<file path="src/shared/sms_pkg.sv">
// Purpose: shared constants and types for the serial shifter
// Assumes: 50 MHz system clock, byte transfers, mode 0 framing
// Notes: no software registers; control arrives on ports
package sms_pkg;
	localparam int unsigned CLK_MHZ = 50;
	localparam int unsigned SCK_HALF_NS = 160;
	localparam int unsigned SCK_HALF_CYC = (SCK_HALF_NS * CLK_MHZ) / 1000;
	localparam logic [4:0] HALF_LAST = 5'(SCK_HALF_CYC - 1);
	localparam logic [3:0] BITS_PER_BYTE = 4'h8;
	localparam logic [7:0] BYTE_ZERO = 8'h00;
	localparam int unsigned SYNC_W = 3;

	typedef enum logic [1:0] {
		SMS_IDLE = 2'b00,
		SMS_LOW = 2'b01,
		SMS_HIGH = 2'b11
	} sms_state_t;

	typedef struct packed {
		logic master_mode;
		logic transfer_irq_enable;
	} sms_ctrl_t;

	typedef struct packed {
		logic sck;
		logic mosi;
		logic ss_n;
	} sms_pins_in_t;
endpackage

</file>
<file path="src/verilog/sms_sync.sv">
// Purpose: two-flop synchroniser for a group of pin inputs
// Assumes: inputs asynchronous to CLOCK
// Notes: first stage read only by the second
`timescale 1ns/10ps
module sms_sync #(
	parameter int unsigned W = 1
) (
	// clock and reset
	input wire logic clk,
	input wire logic rst_n,
	// data
	input wire logic [W-1:0] d,
	output logic [W-1:0] q
);
	logic [W-1:0] meta_reg;

	// no reset on purpose: stages follow the pins during reset, so release
	// never shows a false level (select would read low and look active)
	always_ff @(posedge clk) begin
		meta_reg <= d;
		q <= meta_reg;
	end
endmodule

</file>
<file path="src/verilog/sms_edge.sv">
// Purpose: rise and fall detector on a synchronised level
// Assumes: input already synchronised
// Notes: pulses last one cycle
`timescale 1ns/10ps
module sms_edge (
	// clock and reset
	input wire logic clk,
	input wire logic rst_n,
	// level in, pulses out
	input wire logic level,
	output logic rise,
	output logic fall
);
	logic last_reg;

	// tracks the level through reset too, so release brings no false edge
	always_ff @(posedge clk) begin
		last_reg <= level;
	end

	assign rise = level & ~last_reg;
	assign fall = ~level & last_reg;
endmodule

</file>
<file path="src/verilog/sms_shifter.sv">
// Purpose: byte serial shifter, master or slave, mode 0 framing
// Assumes: sck idles low; sample on rise, shift on fall
// Notes: master select line is left to software
// Function
// - software lowers select before a master transfer; slave shifts only while select low
// - data goes out on mosi as master, miso as slave, clocked by master sck
// - in master mode the device never drives the select line
// - master data write starts sck generator, shifting exactly eight bits
// - master clock stops by itself after one byte and flag is set
// - flag setting raises interrupt when transfer interrupt enable is set
// - last received byte stays readable in receive buffer
// - slave with select high stays idle with miso released
// - slave data written while select high waits until select goes low
// - slave sets the done flag after a full byte shifted in
// - slave accepts new outgoing byte without disturbing received byte
// - transmit single buffered: writes refused while shifting
// - receive double buffered: unread byte overwritten by next byte
`timescale 1ns/10ps
module sms_shifter
	import sms_pkg::*;
(
	// clock and reset
	input wire logic CLOCK,
	input wire logic RST_N,
	// control
	input wire sms_pkg::sms_ctrl_t CTRL,
	// software data port
	input wire logic WR_STB,
	input wire logic [7:0] WR_DATA,
	input wire logic RD_STB,
	input wire logic FLAG_CLR,
	output logic [7:0] RX_DATA,
	output logic TRANSFER_DONE_FLAG,
	output logic IRQ,
	output logic BUSY,
	output logic WR_REFUSED,
	// serial pins
	input wire logic SCK_IN,
	input wire logic MOSI_IN,
	input wire logic MISO_IN,
	input wire logic SS_N_IN,
	output logic SCK_OUT,
	output logic SCK_OE,
	output logic MOSI_OUT,
	output logic MOSI_OE,
	output logic MISO_OUT,
	output logic MISO_OE
);
	import sms_pkg::*;

	sms_pins_in_t pins_raw;
	sms_pins_in_t pins_s;
	logic miso_s;
	logic sck_rise;
	logic sck_fall;
	logic ss_rise;

	sms_state_t state_reg, state_next;
	logic [4:0] half_reg;
	logic [3:0] bit_reg;
	logic [7:0] shift_reg;
	logic sample_reg;
	logic byte_done;
	logic slave_active;
	logic wr_ok;

	assign pins_raw = '{sck: SCK_IN, mosi: MOSI_IN, ss_n: SS_N_IN};

	// slave-side pins and miso all cross from outside
	sms_sync #(.W(SYNC_W)) u_sync_pins (
		.clk(CLOCK),
		.rst_n(RST_N),
		.d(pins_raw),
		.q(pins_s)
	);

	sms_sync #(.W(1)) u_sync_miso (
		.clk(CLOCK),
		.rst_n(RST_N),
		.d(MISO_IN),
		.q(miso_s)
	);

	sms_edge u_edge_sck (
		.clk(CLOCK),
		.rst_n(RST_N),
		.level(pins_s.sck),
		.rise(sck_rise),
		.fall(sck_fall)
	);

	sms_edge u_edge_ss (
		.clk(CLOCK),
		.rst_n(RST_N),
		.level(pins_s.ss_n),
		.rise(ss_rise),
		.fall()
	);

	// slave works only while select is low
	assign slave_active = !CTRL.master_mode && !pins_s.ss_n;

	// writes accepted only when no byte is in flight
	assign wr_ok = (state_reg == SMS_IDLE) && !(slave_active && bit_reg != 4'h0);

	// state machine: master counts half periods, slave follows sck edges
	always_comb begin
		state_next = state_reg;
		byte_done = 1'b0;
		case (state_reg)
			SMS_IDLE: begin
				if (CTRL.master_mode && WR_STB) begin
					state_next = SMS_LOW;
				end
			end
			SMS_LOW: begin
				if (half_reg == HALF_LAST) begin
					state_next = SMS_HIGH;
				end
			end
			SMS_HIGH: begin
				if (half_reg == HALF_LAST) begin
					if (bit_reg == BITS_PER_BYTE - 4'h1) begin
						state_next = SMS_IDLE;
						byte_done = 1'b1;
					end else begin
						state_next = SMS_LOW;
					end
				end
			end
			default: begin
				state_next = SMS_IDLE;
			end
		endcase
		if (!CTRL.master_mode) begin
			state_next = SMS_IDLE;
			byte_done = slave_active && sck_rise && bit_reg == BITS_PER_BYTE - 4'h1;
		end
	end

	always_ff @(posedge CLOCK) begin
		if (!RST_N) begin
			state_reg <= SMS_IDLE;
		end else begin
			state_reg <= state_next;
		end
	end

	// half period counter for the master clock generator
	always_ff @(posedge CLOCK) begin
		if (!RST_N) begin
			half_reg <= 5'h00;
		end else if (state_reg == SMS_IDLE || half_reg == HALF_LAST) begin
			half_reg <= 5'h00;
		end else begin
			half_reg <= half_reg + 5'h01;
		end
	end

	// bit counter; select high resets slave framing
	always_ff @(posedge CLOCK) begin
		if (!RST_N) begin
			bit_reg <= 4'h0;
		end else if (CTRL.master_mode) begin
			if (state_reg == SMS_IDLE) begin
				bit_reg <= 4'h0;
			end else if (state_reg == SMS_HIGH && half_reg == HALF_LAST) begin
				bit_reg <= bit_reg + 4'h1;
			end
		end else if (pins_s.ss_n || ss_rise) begin
			bit_reg <= 4'h0;
		end else if (sck_rise) begin
			bit_reg <= byte_done ? 4'h0 : bit_reg + 4'h1;
		end
	end

	// shift register: sample on sck rise, shift on sck fall, msb first
	always_ff @(posedge CLOCK) begin
		if (!RST_N) begin
			shift_reg <= BYTE_ZERO;
			sample_reg <= 1'b0;
		end else if (WR_STB && wr_ok) begin
			shift_reg <= WR_DATA;
		end else if (CTRL.master_mode) begin
			if (state_reg == SMS_LOW && half_reg == HALF_LAST) begin
				sample_reg <= miso_s;
			end else if (state_reg == SMS_HIGH && half_reg == HALF_LAST) begin
				shift_reg <= {shift_reg[6:0], sample_reg};
			end
		end else if (slave_active) begin
			if (sck_rise) begin
				sample_reg <= pins_s.mosi;
			end else if (sck_fall) begin
				shift_reg <= {shift_reg[6:0], sample_reg};
			end
		end
	end

	// receive buffer, flag and interrupt; byte_done set wins over clear
	always_ff @(posedge CLOCK) begin
		if (!RST_N) begin
			RX_DATA <= BYTE_ZERO;
			TRANSFER_DONE_FLAG <= 1'b0;
			IRQ <= 1'b0;
		end else begin
			if (byte_done) begin
				// slave byte completes on last rise, before the final shift
				RX_DATA <= CTRL.master_mode ? {shift_reg[6:0], sample_reg} :
					{shift_reg[6:0], pins_s.mosi};
				TRANSFER_DONE_FLAG <= 1'b1;
			end else if (FLAG_CLR || RD_STB) begin
				TRANSFER_DONE_FLAG <= 1'b0;
			end
			IRQ <= (byte_done || (TRANSFER_DONE_FLAG && !(FLAG_CLR || RD_STB)))
				&& CTRL.transfer_irq_enable;
		end
	end

	// pin drivers; select is never driven here
	always_ff @(posedge CLOCK) begin
		if (!RST_N) begin
			SCK_OUT <= 1'b0;
			SCK_OE <= 1'b0;
			MOSI_OUT <= 1'b0;
			MOSI_OE <= 1'b0;
			MISO_OUT <= 1'b0;
			MISO_OE <= 1'b0;
			BUSY <= 1'b0;
			WR_REFUSED <= 1'b0;
		end else begin
			SCK_OUT <= CTRL.master_mode && state_next == SMS_HIGH;
			SCK_OE <= CTRL.master_mode;
			MOSI_OUT <= state_next == SMS_LOW && state_reg == SMS_IDLE ? WR_DATA[7] :
				(state_reg == SMS_HIGH && half_reg == HALF_LAST ? shift_reg[6] : shift_reg[7]);
			MOSI_OE <= CTRL.master_mode;
			MISO_OUT <= (WR_STB && wr_ok) ? WR_DATA[7] :
				(sck_fall ? shift_reg[6] : shift_reg[7]);
			MISO_OE <= !CTRL.master_mode && !pins_s.ss_n;
			BUSY <= state_next != SMS_IDLE || (slave_active && bit_reg != 4'h0);
			WR_REFUSED <= WR_STB && !wr_ok;
		end
	end
endmodule

</file>
<file path="config.mk">
export PLATFORM = sky130hd
export DESIGN_NAME = sms_shifter
export DESIGN_NICKNAME = d
export VERILOG_FILES = /design/src/shared/sms_pkg.sv /design/src/verilog/sms_sync.sv /design/src/verilog/sms_edge.sv /design/src/verilog/sms_shifter.sv
export SDC_FILE = /design/constraint.sdc
export NUM_CORES = 1
export LEC_CHECK = 0
export BUFFER_PORTS_ARGS = -buffer_cell sky130_fd_sc_hd__buf_2
export CAP_MARGIN = 40
export CORE_MARGIN = 2
export CORE_UTILIZATION = 55
export DETAILED_ROUTE_END_ITERATION = 12
export PLACE_DENSITY = 0.78
export SYNTH_ARGS = -nofsm -noshare
export SYNTH_HDL_FRONTEND = slang
export SYNTH_SLANG_ARGS = --single-unit
</file>
<file path="constraint.sdc">
create_clock -name CLOCK -period 4.6 [get_ports CLOCK]
set_input_delay 0.46 -clock CLOCK [delete_from_list [all_inputs] [get_ports CLOCK]]
set_output_delay 0.46 -clock CLOCK [all_outputs]
set_load 0.005 [all_outputs]
</file>
==> flow_summary.ini <==
[synthesis]
synthCells = 187
synth-async-reset-ratio_pct = 0
synth_edf_count = 0
synth_seq_area_share_pct = 49.4
synth_top_area_share_pct = 49.4
postSynthAreaPerCell_um2 = 9.97
syn_nets = 209
mappedNetlistArea_um2 = 1860
synth_warnings = 0
synth.distinct_cells = 44
yosys.area.top_type = dfxtp_1
yosys-top-cells-area = dfxtp_1, mux2i_1, o21ai_0
ys_ff_latch = 46
synth_ff_type = dfxtp_1

[floorplanning]
rows = 21
die_w_um = 62.2
core_area_um2 = 3280
die_y_um = 62.2
start_util_pct = 56.8
io_pins = 37
die_area_um2 = 3870

[placed_design]
hpwl_um = 2440
dp_cells = 259
io_buffers = 36
dpl_worst_slack_ns = 2.61
routabilityCongestion = 0.813
placed_cell_area_um2 = 2040

[timing]
fin_skew_ns = 0.0110
max_freq_mhz = 490
hold_violations = 0
fin_tns_setup_ns = 0
min_period_over_period_pct = 44.3
slew_headroom_pct = 56.9
setup_viol = 0
fin_crit_ns = 2.04
layout_setup_ws_ns = 2.56
slew_viol_final = 0
worst_slew_pin_slew_ns = 0.645
rsz0062_at_grt = false

[detailed_routing]
routed_via_density = 5.35
vias = 1424
drt-initial-drc-count = 49
post_drt_wl_per_cell_um = 12.4
drc = 0
dr.pass1.iters = 4
ant_nets = 0
wl_um = 3300

[cells_and_area]
finalNonFillerCells = 266
final_nets = 242
final_common_cell = dfxtp_1
design_area_um2 = 2090
area_delta_synth_final_pct = 12.0
antenna_cells = 0
final_cell_mix = dfxtp_1, buf_2, o21ai_0, a21oi_1, mux2i_1
drive_gt1_share_pct = 21.8

[critical_path]
critPathBufInv = 0
critPathRequiredTime_ns = 4.88
cp-start-kind = register
slowest_delay_ns = 0.41
reg2reg_setup_slack_ns = 2.56
cp_slowest_cell = nand4bb_1
crit_family = simple AND/OR/NAND/NOR gates
path_cells = ha_1 > nand4bb_1 > o21a_4 > or4_1 > a21oi_1
r2r.worst_path.cells = 5
cp_max_fo = 9
cp.arrival_ns = 2.32
r2r_end = bit_reg[2]
worst_r2r_startpoint = half_reg[0]
cp-end-kind = register
crit_type = register to register

[clock_tree]
postCtsHoldBufs = 0
clk_pin_slew_worst_paths_ns = 0.12
cts_buffers = 5
tritoncts = built
htree_num_levels = 2
post_cts_buffers = 0
clkLatencyLatePin_ns = 0.35
cts_sinks = 46
clock_path_buffers = 2
clockRootBuffer = clkbuf_4
post_cts_resized = 0

[power_and_ir_drop]
switching_power_mw = 0.157
p_comb_share_pct = 8.1
power_frac_seq_pct = 64.9
powerDensity_nw_per_um2 = 312
peakVddDrop_mv = 0.206
clockPowerShare_pct = 26.9
switching_share_pct = 24.2
p_int_mw = 0.494
p_leak_nw = 0.853
p_total_mw = 0.652

[grt]
antenna_found_initial = 0
grt_max_degree = 28
grt_use_total_pct = 18.1
grt_use_met1_pct = 22.1
grt_use_met2_pct = 29.8
grt_pass1_vias = 1267
busiest_layer = met2
grtUsageMet3_pct = 6.52
grt_pass1_wl_um = 5570
overflow = 0

[min_path]
hold_start = MOSI_IN
min_path_cells = 1
min_path_type = primary input to register
hold_path_end = u_sync_pins.meta_reg[1]

[outcome]
status = complete, no violations

[job]
drv_cap = 0
-- worst max-delay path by stage --
| stage | start | to | cells past startpoint |
|---|---|---|---|
| 3_5_place_dp | half_reg[0] | bit_reg[2] | 5 |
| 4_1_cts | half_reg[0] | bit_reg[2] | 5 |
| 6_report | half_reg[0] | bit_reg[2] | 5 |
| 2_1_floorplan | CTRL[1] | RX_DATA[2] | 5 |
| 3_3_place_gp | CTRL[1] | sample_reg | 5 |
| 5_1_grt | half_reg[0] | bit_reg[2] | 5 |
-- per-stage QoR --
step,util (%),hold slack [ns]
after floorplan,-,0.310
after global placement,62.1,0.310
after detailed placement,62.1,0.315
after CTS,63.6,0.182
after global routing,63.6,0.163
final,63.6,0.198
-- cells in the mapped netlist, types with 2 or more instances --
| master | number |
|---|---|
| dfxtp_1 | 46 |
| o21ai_0 | 18 |
| a21oi_1 | 17 |
| mux2i_1 | 16 |
| nand2_1 | 13 |
| nor2_1 | 8 |
| nand3_1 | 7 |
| inv_1 | 6 |
| clkbuf_1 | 4 |
| and3_1 | 3 |
| ha_1 | 3 |
| o31ai_1 | 3 |
| buf_2 | 2 |
| buf_4 | 2 |
| buf_6 | 2 |
| nand2b_1 | 2 |
| nor3_1 | 2 |
| nor3b_1 | 2 |
| o21a_1 | 2 |
| or3_1 | 2 |
| or4_1 | 2 |
| xnor2_1 | 2 |
| xor2_1 | 2 |
-- cell families after synthesis --
family | after synthesis | share of synthesized area (%)
mux | 16 | 8.59
xor+xnor | 4 | 1.88
flops | 46 | 49.4
compound gates | 52 | 18.3
fa+ha+maj | 3 | 2.01
simple gates | 50 | 15.2
buf+inv | 16 | 4.56
-- power by group through the flow --
stage | clock network (mW) | registers (mW) | logic, mW
after floorplan | 0 | 0.430 | 0.0385
after global placement | 0 | 0.432 | 0.0526
after detailed placement | 0 | 0.432 | 0.0533
after CTS | 0.183 | 0.423 | 0.0535
after global routing | 0.201 | 0.426 | 0.0589
final | 0.175 | 0.423 | 0.0531
-- routing by layer --
| layer | up-vias | wire (um) |
|---|---|---|
| met2 | 16 | 1630 |
| met4 | 0 | 42 |
| met1 | 670 | 1520 |
| met3 | 6 | 114 |
| met5 | - | 0 |
| li1 | 732 | - |
-- cell type report --
type / count / area [um^2]
Multi-Input combinational cell: 125 / 858
Tap cell: 46 / 57.6
Clock inverter: 1 / 7.51
Fill cell: 287 / 1200
Timing Repair Buffer: 36 / 180
Inverter: 6 / 22.5
Sequential cell: 46 / 921
Clock buffer: 6 / 41.3
-- worst reg2reg max path, stage by stage, from the launching register on --
cell       delay [ns]
dfxtp_1          0.38
ha_1             0.24
nand4bb_1        0.41
o21a_4           0.39
or4_1            0.40
a21oi_1          0.15
Note: power is estimated with default switching activity, not from simulation.
